### src/pss_pkg.sv
// Purpose: shared constants and types for the power supervisor sequencer
// Assumes: one 100 MHz clock, comparator levels arrive asynchronously
// Notes:   timing counts derive from times given in microseconds
package pss_pkg;
    // ****************************************
    // timing
    // ****************************************
    localparam int CLK_MHZ            = 100;
    localparam int REG_SETTLE_US      = 20;
    localparam int CP_SETTLE_US       = 20;
    localparam int CLK_SETTLE_US      = 2;
    localparam int REG_SETTLE_CYC     = REG_SETTLE_US * CLK_MHZ;
    localparam int CP_SETTLE_CYC      = CP_SETTLE_US * CLK_MHZ;
    localparam int CLK_SETTLE_CYC     = CLK_SETTLE_US * CLK_MHZ;
    localparam int QUAL_TIME_US       = 1000;
    localparam int QUAL_CYC_DEF       = QUAL_TIME_US * CLK_MHZ;
    localparam int CP_REFRESH_DIV     = 3200;
    localparam int CNT_W              = 24;
    localparam int SETTLE_W           = 12;
    localparam int MON_W              = 16;
    localparam int VSET_W             = 4;
    localparam logic [VSET_W-1:0] VSET_MAX     = 4'hf;
    localparam logic [VSET_W-1:0] VSET_RST     = 4'h0;
    localparam logic [MON_W-1:0]  MON_CNT_RST  = 16'h0000;
    localparam logic [MON_W-1:0]  MON_CNT_MAX  = 16'hffff;

    typedef enum logic [3:0] {
        ST_OFF, ST_QUAL, ST_REG_ON, ST_CP_ON, ST_CLK_ON, ST_EXT_CLK, ST_BOOT, ST_RUN
    } pss_state_e;
endpackage : pss_pkg

### src/pss_sync_if.sv
// Purpose: carries synchronised comparator levels between the modules
// Assumes: all signals on the one system clock
// Notes:   none
`timescale 1ns/1ps
`default_nettype none
interface pss_sync_if;
    logic bat_monitor_ok;
    logic bat_startup_ok;
    logic bat_above_shutdown;
    logic core_above_shutdown;
    logic bat_above_user;
    modport src (output bat_monitor_ok, bat_startup_ok, bat_above_shutdown,
                 core_above_shutdown, bat_above_user);
    modport dst (input bat_monitor_ok, bat_startup_ok, bat_above_shutdown,
                 core_above_shutdown, bat_above_user);
endinterface : pss_sync_if
`default_nettype wire
### src/pss_sequencer.sv
// Purpose: power supervisor and power-on-reset boot sequencer
// Assumes: analog comparators decide the voltage thresholds, this logic acts on them
// Notes:   all outputs are registered; reset outputs are active low
`timescale 1ns/1ps
`default_nettype none
module pss_sequencer #(
    parameter logic [pss_pkg::CNT_W-1:0] QUAL_CYC = pss_pkg::CNT_W'(pss_pkg::QUAL_CYC_DEF)
) (
    input  wire logic                       clock,
    input  wire logic                       rstn,
    input  wire logic                       clk_en,
    input  wire logic                       bat_monitor_cmp,
    input  wire logic                       bat_startup_cmp,
    input  wire logic                       bat_shutdown_cmp,
    input  wire logic                       core_shutdown_cmp,
    input  wire logic                       bat_user_cmp,
    input  wire logic                       wafer_pkg,
    input  wire logic                       boot_done,
    input  wire logic                       mon_clear,
    output logic                            sys_rstn,
    output logic                            core_rstn,
    output logic                            units_en,
    output logic                            audio_en,
    output logic                            reg_en,
    output logic                            cp_en,
    output logic                            system_clock_net_connect,
    output logic                            ext_clk_sel,
    output logic                            boot_start,
    output logic [pss_pkg::VSET_W-1:0]      core_vset,
    output logic                            vset_we,
    output logic                            cp_refresh,
    output logic [pss_pkg::MON_W-1:0]       mon_count,
    output logic [3:0]                      seq_state
);
    // ****************************************
    // synchronisers
    // ****************************************
    pss_sync_if sif ();

    pss_sync u_sync (
        .clock (clock),
        .rstn  (rstn),
        .clk_en(clk_en),
        .raw   ({bat_user_cmp, core_shutdown_cmp, bat_shutdown_cmp,
                 bat_startup_cmp, bat_monitor_cmp}),
        .sync  (sif.src)
    );

    // ****************************************
    // state
    // ****************************************
    typedef struct packed {
        pss_pkg::pss_state_e            st;
        logic [pss_pkg::CNT_W-1:0]      cnt;
        logic [11:0]                    cp_div;
        logic                           cp_pulse;
        logic                           user_prev;
        logic [pss_pkg::MON_W-1:0]      mon;
        logic [pss_pkg::VSET_W-1:0]     vset;
        logic                           vset_we;
        logic                           boot_start;
    } pss_seq_s;

    pss_seq_s s_r;
    pss_seq_s s_nxt;

    logic supply_ok;
    logic [pss_pkg::CNT_W-1:0] step_cyc;

    always_comb begin
        // falling under 0.80 V on either supply, or monitor not alive, forces shutdown
        supply_ok = sif.bat_monitor_ok && sif.bat_above_shutdown
                    && sif.core_above_shutdown;
        case (s_r.st)
            pss_pkg::ST_REG_ON:  step_cyc = pss_pkg::CNT_W'(pss_pkg::REG_SETTLE_CYC);
            pss_pkg::ST_CP_ON:   step_cyc = pss_pkg::CNT_W'(pss_pkg::CP_SETTLE_CYC);
            default:             step_cyc = pss_pkg::CNT_W'(pss_pkg::CLK_SETTLE_CYC);
        endcase
    end

    always_comb begin
        s_nxt = s_r;
        if (clk_en) begin
            s_nxt.vset_we    = 1'b0;
            s_nxt.boot_start = 1'b0;
            // refresh tick from the free-running slow clock divider
            if (s_r.cp_div == 12'(pss_pkg::CP_REFRESH_DIV - 1)) begin
                s_nxt.cp_div   = 12'h000;
                s_nxt.cp_pulse = (s_r.st != pss_pkg::ST_OFF) &&
                                 (s_r.st != pss_pkg::ST_QUAL) &&
                                 (s_r.st != pss_pkg::ST_REG_ON);
            end else begin
                s_nxt.cp_div   = s_r.cp_div + 12'h001;
                s_nxt.cp_pulse = 1'b0;
            end
            // count falling edges of the user threshold; saturate, never wrap
            s_nxt.user_prev = sif.bat_above_user;
            if (mon_clear) begin
                s_nxt.mon = pss_pkg::MON_CNT_RST;
            end
            // a fall in the clear cycle still counts, even from saturation
            if (s_r.user_prev && !sif.bat_above_user && sif.bat_monitor_ok
                && (mon_clear || s_r.mon != pss_pkg::MON_CNT_MAX)) begin
                s_nxt.mon = (mon_clear ? pss_pkg::MON_CNT_RST : s_r.mon)
                            + 16'h0001;
            end
            case (s_r.st)
                pss_pkg::ST_OFF: begin
                    s_nxt.cnt = '0;
                    if (sif.bat_monitor_ok) begin
                        s_nxt.st = pss_pkg::ST_QUAL;
                    end
                end
                pss_pkg::ST_QUAL: begin
                    if (!sif.bat_monitor_ok) begin
                        s_nxt.st = pss_pkg::ST_OFF;
                    end else if (!sif.bat_startup_ok || !supply_ok) begin
                        s_nxt.cnt = '0;
                    end else if (s_r.cnt >= QUAL_CYC - 1'b1) begin
                        s_nxt.cnt = '0;
                        s_nxt.st  = pss_pkg::ST_REG_ON;
                    end else begin
                        s_nxt.cnt = s_r.cnt + 1'b1;
                    end
                end
                pss_pkg::ST_REG_ON, pss_pkg::ST_CP_ON, pss_pkg::ST_CLK_ON,
                pss_pkg::ST_EXT_CLK: begin
                    if (s_r.cnt >= step_cyc - 1'b1) begin
                        s_nxt.cnt = '0;
                        case (s_r.st)
                            pss_pkg::ST_REG_ON: s_nxt.st = pss_pkg::ST_CP_ON;
                            pss_pkg::ST_CP_ON:  s_nxt.st = pss_pkg::ST_CLK_ON;
                            pss_pkg::ST_CLK_ON: s_nxt.st = wafer_pkg ? pss_pkg::ST_EXT_CLK
                                                                     : pss_pkg::ST_BOOT;
                            default:            s_nxt.st = pss_pkg::ST_BOOT;
                        endcase
                        if (s_nxt.st == pss_pkg::ST_BOOT) begin
                            s_nxt.boot_start = 1'b1;
                            s_nxt.vset       = wafer_pkg ? pss_pkg::VSET_MAX
                                                         : s_r.vset;
                            s_nxt.vset_we    = wafer_pkg;
                        end
                    end else begin
                        s_nxt.cnt = s_r.cnt + 1'b1;
                    end
                end
                pss_pkg::ST_BOOT: begin
                    if (boot_done) begin
                        s_nxt.st = pss_pkg::ST_RUN;
                    end
                end
                pss_pkg::ST_RUN: begin
                end
                default: begin
                    s_nxt.st = pss_pkg::ST_OFF;
                end
            endcase
            // any brown-out after qualification drops every output except mon_count back
            if (s_r.st != pss_pkg::ST_OFF && s_r.st != pss_pkg::ST_QUAL && !supply_ok) begin
                s_nxt.st         = pss_pkg::ST_OFF;
                s_nxt.cnt        = '0;
                s_nxt.boot_start = 1'b0;
                s_nxt.vset_we    = 1'b0;
                s_nxt.vset       = pss_pkg::VSET_RST;
                s_nxt.cp_pulse   = 1'b0;
            end
        end
    end

    always_ff @(posedge clock or negedge rstn) begin
        if (!rstn) begin
            s_r      <= '0;
            s_r.st   <= pss_pkg::ST_OFF;
            s_r.mon  <= pss_pkg::MON_CNT_RST;
            s_r.vset <= pss_pkg::VSET_RST;
        end else begin
            s_r <= s_nxt;
        end
    end

    // ****************************************
    // registered outputs
    // ****************************************
    always_ff @(posedge clock or negedge rstn) begin
        if (!rstn) begin
            sys_rstn       <= 1'b0;
            core_rstn      <= 1'b0;
            units_en       <= 1'b0;
            audio_en       <= 1'b0;
            reg_en         <= 1'b0;
            cp_en          <= 1'b0;
            system_clock_net_connect <= 1'b0;
            ext_clk_sel    <= 1'b0;
            boot_start     <= 1'b0;
            core_vset      <= pss_pkg::VSET_RST;
            vset_we        <= 1'b0;
            cp_refresh     <= 1'b0;
            mon_count      <= pss_pkg::MON_CNT_RST;
            seq_state      <= 4'h0;
        end else if (clk_en) begin
            // registers stay in reset until boot begins, audio until running
            sys_rstn       <= (s_nxt.st == pss_pkg::ST_BOOT) ||
                              (s_nxt.st == pss_pkg::ST_RUN);
            core_rstn      <= (s_nxt.st == pss_pkg::ST_BOOT) ||
                              (s_nxt.st == pss_pkg::ST_RUN);
            units_en       <= (s_nxt.st == pss_pkg::ST_RUN);
            audio_en       <= (s_nxt.st == pss_pkg::ST_RUN);
            reg_en         <= (s_nxt.st >= pss_pkg::ST_REG_ON);
            cp_en          <= (s_nxt.st >= pss_pkg::ST_CP_ON);
            system_clock_net_connect <= (s_nxt.st >= pss_pkg::ST_CLK_ON);
            ext_clk_sel    <= wafer_pkg && (s_nxt.st >= pss_pkg::ST_EXT_CLK);
            boot_start     <= s_nxt.boot_start;
            core_vset      <= s_nxt.vset;
            vset_we        <= s_nxt.vset_we;
            cp_refresh     <= s_nxt.cp_pulse;
            mon_count      <= s_nxt.mon;
            seq_state      <= 4'(s_nxt.st);
        end
    end
endmodule : pss_sequencer
`default_nettype wire

### src/pss_sync.sv
// Purpose: two-stage synchronisers for the five comparator levels
// Assumes: inputs are asynchronous levels
// Notes:   first stage is read only by the second
`timescale 1ns/1ps
`default_nettype none
module pss_sync (
    input  wire logic       clock,
    input  wire logic       rstn,
    input  wire logic       clk_en,
    input  wire logic [4:0] raw,
    pss_sync_if.src         sync
);
    typedef struct packed {
        logic [4:0] s1;
        logic [4:0] s2;
    } pss_sync_s;

    pss_sync_s st_r;
    pss_sync_s st_nxt;

    always_comb begin
        st_nxt = st_r;
        if (clk_en) begin
            st_nxt.s1 = raw;
            st_nxt.s2 = st_r.s1;
        end
    end

    always_ff @(posedge clock or negedge rstn) begin
        if (!rstn) begin
            st_r <= '0;
        end else begin
            st_r <= st_nxt;
        end
    end

    assign sync.bat_monitor_ok      = st_r.s2[0];
    assign sync.bat_startup_ok      = st_r.s2[1];
    assign sync.bat_above_shutdown  = st_r.s2[2];
    assign sync.core_above_shutdown = st_r.s2[3];
    assign sync.bat_above_user      = st_r.s2[4];
endmodule : pss_sync
`default_nettype wire

### config.mk
export PLATFORM = sky130hd
export DESIGN_NAME = pss_sequencer
export DESIGN_NICKNAME = d
export VERILOG_FILES = /design/src/pss_pkg.sv /design/src/pss_sync_if.sv /design/src/pss_sequencer.sv /design/src/pss_sync.sv
export SDC_FILE = /design/constraint.sdc
export NUM_CORES = 1
export LEC_CHECK = 0
export BUFFER_PORTS_ARGS = -buffer_cell sky130_fd_sc_hd__buf_2
export CORE_MARGIN = 4
export CORE_UTILIZATION = 35
export DETAILED_ROUTE_END_ITERATION = 10
export MAX_ROUTING_LAYER = met4
export PLACE_DENSITY_LB_ADDON = 0.05
export SYNTH_ARGS = -nofsm -noshare
export SYNTH_HDL_FRONTEND = slang
export SYNTH_SLANG_ARGS = --single-unit
### constraint.sdc
create_clock -name clock -period 5.7 [get_ports clock]
set_clock_uncertainty 0.2 [all_clocks]
set_input_delay 1.14 -clock clock [delete_from_list [all_inputs] [get_ports clock]]
set_output_delay 1.14 -clock clock [all_outputs]
set_load 0.02 [all_outputs]
Word level (Yosys, flattened, before mapping):

Cells that the tools add are included.

* input port bits: 11
* register bits after elaboration: 107
* logic and storage cells: 98

* reductions and logical operators: 21
* $add $sub $neg: 4
* muxes and demuxes: 29
* order comparisons: 6
* equality and inequality tests: 15

Operators with widths (number)
* $mux W24: 4
* $pmux W24 S3: 1
* $mux W64: 1
* $mux W4: 10
* $mux W16: 2
* $eq A4 B3 Y1 const B: 7
* $mux W28: 1
* $add A24 B1 Y24 const B: 1
* $ge A24 B17 Y1 const B: 1
* $ge A24 B24 Y1: 1
* $mux W6: 4
* $sub A24 B1 Y24 const B: 1
* $pmux W4 S5: 1
* $add A16 B1 Y16 const B: 1
* $ne A16 B16 Y1 const B: 1
* $mux W13: 1
* $add A12 B1 Y12 const B: 1
* $eq A12 B12 Y1 const B: 1
* $mux W11: 1
* $logic_and A1 B1 Y1: 9
* $pmux W3 S3: 1
* $eq A4 B2 Y1 const B: 2
* $ge A4 B2 Y1 const B: 2
* $ge A4 B3 Y1 const B: 2
* other kinds (13): 18

Longest topological paths before layout:

* depth after elaboration: 16
* depth in mapped cells: 10

Modules after synthesis:

A second synthesis with hierarchy kept.

* cell total of the unflattened synthesis: 507
* area, all modules: 5083.6 µm²

Modules (own cells, without submodules)
* pss_sequencer: cells an instance 486, instances 1, area each 4672.0 µm², sequential area each 2352.3 µm²
* pss_sync: cells an instance 21, instances 1, area each 411.6 µm², sequential area each 250.2 µm²

Least setup slack after synthesis:

Ideal clock, no wire load.

* path type: in2reg
* start point: in mon_clear
* end point: reg mon_count[7] (netlist bit)
* stages: 8
* buffers on the path: 2
* arrival: 2601 ps
* data required time: 5375 ps
* path slack: 2774 ps
* cell sequence: clkbuf_1 > nor2b_1 > and3_1 > and3_1 > clkbuf_1 > nand3_1 > xnor2_1 > mux2_2

* word-level cells in the longest chain between the ends: 4

Ends and longest elaborated chain
* start, declared: line pss_sequencer.sv:19 `input wire logic mon_clear,`
* $mux W16 / $logic_or A1 B1 Y1 (equally long branches): line pss_sequencer.sv:98, pss_sequencer.sv:104, pss_sequencer.sv:103
* $add A16 B1 Y16 / $logic_and A1 B1 Y1 (equally long branches): line pss_sequencer.sv:105, pss_sequencer.sv:103
* $mux W16 *: line pss_sequencer.sv:102 `if (s_r.user_prev && !sif.bat_above_user && sif.bat_monitor_ok`
* $mux W64 *: line pss_sequencer.sv:83 `if (clk_en) begin`
* end signal, assigned: line pss_sequencer.sv:198 `mon_count <= pss_pkg::MON_CNT_RST;`
* end signal, assigned: line pss_sequencer.sv:216 `mon_count <= s_nxt.mon;`
* end, declared: line pss_sequencer.sv:32 `output logic [pss_pkg::MON_W-1:0] mon_count,`

Every way passes the cells marked *; elsewhere a longest branch is shown, timed or not.
A chain may end at the register's enable or synchronous reset.

Final worst setup path:

* start point: in clk_en
* end point: reg s_r[40] (netlist bit)

* word-level cells in the longest chain between the ends: 1

Ends and longest elaborated chain
* start, declared: line pss_sequencer.sv:11 `input wire logic clk_en,`
* $reduce_and A3 Y1 (no line)
* end signal, assigned: line pss_sequencer.sv:177 `s_r <= s_nxt;`
* end, declared: line pss_sequencer.sv:64 `pss_seq_s s_r;`

No other way between the ends.

==> reports/results.tsv <==
stage	metric	value	unit
grt	largest net degree at the start of global routing	56	
clock_network	TritonCTS clock tree	done	
sta	Tightest Pin Transition	1.36	ns
grt	vias in the first global route	3863	
sta	Setup-failing EPs final	0	
clock_network	worst skew pair latency	0.35	ns
route	Initial DRT Pass Iterations	4	
floorplan	Initial Utilization	0.356	
setup_path	CP endpoint kind	register	
grt	first-pass GRT wire length	20300	microns
route	final WL	12000	microns
setup_path	WS Path Type	in2reg	
setup_path	reg2reg path depth	7	
route	DRC viols	0	
pwr	total power	1.66	mW
placement	dpl hpwl	8200	microns
setup_path	flop2flop setup slack	2.24	ns
floorplan	# rows	44	
min_path	hold path startpoint	s_r[4]	
yosys	Mapped Area	5160	sq um
clock_network	# H-tree levels	3	
setup_path	Worst R2R End	s_r[40]	
setup_path	WP data arrival	3.73	ns
clock_network	Post-CTS Hold Buffers	0	
floorplan	Die X	129	microns
yosys	Synth Instances	511	
clock_network	clock buffer depth	2	
clock_network	# resized after CTS	0	
route	wire per inst	16.4	microns
yosys	Warnings, synthesis	0	
setup_path	Worst R2R Start	s_r[62]	
floorplan	area of the core	14500	sq um
sta	setup TNS	0	ns
sta	fin. max-slew vios	0	
grt	gr usage total	0.157	
pwr	PD cells	284	nW/um^2
yosys	FFs w/ async S/R, synth	1.00	
setup_path	critical path launch point type	input port	
setup_path	CP max FO	25	
route	number of DRC markers after the initial detailed-route iteration	205	
flow_run	MaxCap Viol Count	0	
yosys	Syn Area/Cell	10.1	sq um
layout	Inserted Diodes	0	
sta	final-report hold violation count	0	
layout	Fillers	1469	
min_path	WHS Path Cells	1	
route	Post-DRT Antenna Nets	0	
clock_network	CTS Root Cell	clkbuf_16	
yosys	Post-synth EDFFs	0	
grt	initial antenna violation count	0	
yosys	Seq/Total Area, Yosys	0.504	
route	via count	3840	
route	Vias/cell	5.24	
yosys	Main synth FF type	dfrtp_1	
yosys	Synth Register Bits	104	
clock_network	clock sink count	104	
layout	layout cell share with drive strength beyond 1	0.169	
yosys	number of library cell types mapped by synthesis	62	
min_path	min-delay worst type	reg2reg	
layout	Area Growth Syn to Fin	13.2	%
setup_path	required time of the critical path	5.79	ns
layout	final design instance area without fill	5840	sq um
floorplan	die area	16700	sq um
clock_network	Worst-path clk slew	0.07	ns
min_path	WHS Endpoint	s_r[4]	
pwr	Leak	2.64	nW
pwr	worst vdd ir	0.154	mV
placement	dpl cell area	5520	sq um
sta	Period Utilization, post-route	0.637	
sta	RSZ-0062 raised after global routing	no	
placement	placer congestion estimate	0.815	
clock_network	Post-CTS Setup Repair Bufs	0	
sta	min Tclk post-route	3.63	ns
sta	Slew HR	0.0819	
yosys	syn nets	525	
run_status	status	completed	
layout	Net count, final	559	
sta	Fmax	0.275	GHz
layout	Final Util	0.403	
clock_network	TritonCTS Buffers	9	
grt	grt ovf	0	
floorplan	Boundary Pins	46	
placement	I/O Buffers	45	
floorplan	die span in y	129	microns
setup_path	Critical Path Source	clk_en	
-- per-layer routing --
metal	up-vias	global-route usage	share of wire
li1	1883	-	-
met1	1892	0.214	0.50
met2	58	0.240	0.46
met3	7	0.0396	0.033
met4	0	0.0330	0.0085
met5	-	-	0
-- stage by stage --
| stage | cells | hold WS [ns] | setup WS [ns] |
|---|---|---|---|
| 2_1_floorplan | 511 | 0.250 | 2.77 |
| 6_report | 733 | 0.279 | 2.07 |
| 3_3_place_gp | 718 | 0.260 | 1.79 |
| 3_5_place_dp | 718 | 0.266 | 1.65 |
| 5_1_grt | 733 | 0.298 | 1.78 |
| 4_1_cts | 733 | 0.281 | 2.03 |
-- state kept, by name (all words and copies together) (netlist names), 4 cells and up --
| name | flops |
|---|---|
| core_vset | 4 |
| s_r | 61 |
| mon_count | 16 |
| u_sync.st_r | 5 |
| seq_state | 4 |
-- Yosys cell counts, types with 3 or more instances --
master / n / area, sq um
o21ai_1: 11 / 55.1
a211oi_1: 8 / 60.1
nand2_1: 57 / 214
a21o_1: 11 / 82.6
and4_1: 5 / 43.8
nand4_1: 11 / 68.8
xnor2_1: 20 / 175
o31ai_1: 6 / 45.0
nand3_1: 20 / 100
nor3_1: 11 / 55.1
clkbuf_1: 14 / 52.6
xor2_1: 10 / 87.6
nand2b_1: 5 / 31.3
o2bb2ai_1: 3 / 26.3
and2_1: 12 / 75.1
nor2_1: 42 / 158
buf_4: 3 / 22.5
buf_2: 3 / 15.0
o21ai_0: 21 / 105
ha_1: 3 / 37.5
a22o_1: 3 / 26.3
or2_2: 3 / 18.8
nor2b_1: 7 / 43.8
mux2_2: 14 / 158
inv_1: 17 / 63.8
a21oi_1: 24 / 120
and3_1: 11 / 68.8
mux2i_1: 5 / 50.1
nor4_1: 4 / 25.0
dfrtp_1: 104 / 2600
-- critical path, stage by stage --
cell     delay, ns
buf_2         0.25
nand3_1       0.64
or3_1         0.74
a21oi_4       0.57
nor3b_1       0.27
a21o_1        0.10
-- worst max path at each step --
stage | to | cells past startpoint
final | s_r[40] | 6
after global routing | s_r[52] | 6
after CTS | s_r[40] | 6
after detailed placement | s_r[41] | 6
after global placement | s_r[40] | 6
after floorplan | mon_count[7] | 8
-- logic make-up (layout without fill, tap and decap cells) --
logic type / count (synthesis) / count (layout) / share of synthesized area
simple gates: 202 / 202 / 0.207
mux: 19 / 19 / 0.0403
compound gates: 112 / 112 / 0.156
xor+xnor: 30 / 30 / 0.0509
buf+inv: 41 / 79 / 0.0344
flops: 104 / 104 / 0.504
fa+ha+maj: 3 / 3 / 0.00728
-- area by class of cell --
class                   instances  area [sq um]  area share
multi-input cells             366          2380       0.408
repair buffers                 47           243      0.0416
clock inverters                 5          81.3      0.0139
flip-flops and latches        104          2600       0.446
clock buffers                  10           239      0.0409
well taps                     184           230      0.0394
inverters                      17          63.8      0.0109
-- placed cells by master (no fill, tap or decap), types with 3 or more instances in the layout --
| master | n |
|---|---|
| xor2_1 | 10 |
| buf_2 | 44 |
| and4_1 | 5 |
| o21ai_0 | 21 |
| a21o_1 | 11 |
| buf_4 | 3 |
| xnor2_1 | 20 |
| nand3_1 | 20 |
| clkbuf_16 | 9 |
| or2_2 | 3 |
| and3_1 | 11 |
| a211oi_1 | 8 |
| nor2_1 | 42 |
| o31ai_1 | 6 |
| nand2_1 | 57 |
| a22o_1 | 3 |
| nand2b_1 | 5 |
| nor3_1 | 11 |
| a21oi_1 | 24 |
| dfrtp_1 | 104 |
| and2_1 | 12 |
| o2bb2ai_1 | 3 |
| nand4_1 | 11 |
| o21ai_1 | 11 |
| nor4_1 | 4 |
| inv_1 | 17 |
| nor2b_1 | 7 |
| ha_1 | 3 |
| mux2_2 | 14 |
| mux2i_1 | 5 |
-- power by group --
group	internal, mW	switching (mW)	leakage [nW]
clock	0.395	0.281	0.155
combinational	0.0626	0.0976	1.09
sequential	0.784	0.0412	1.40
No activity file was read; power rests on OpenSTA's default activity.
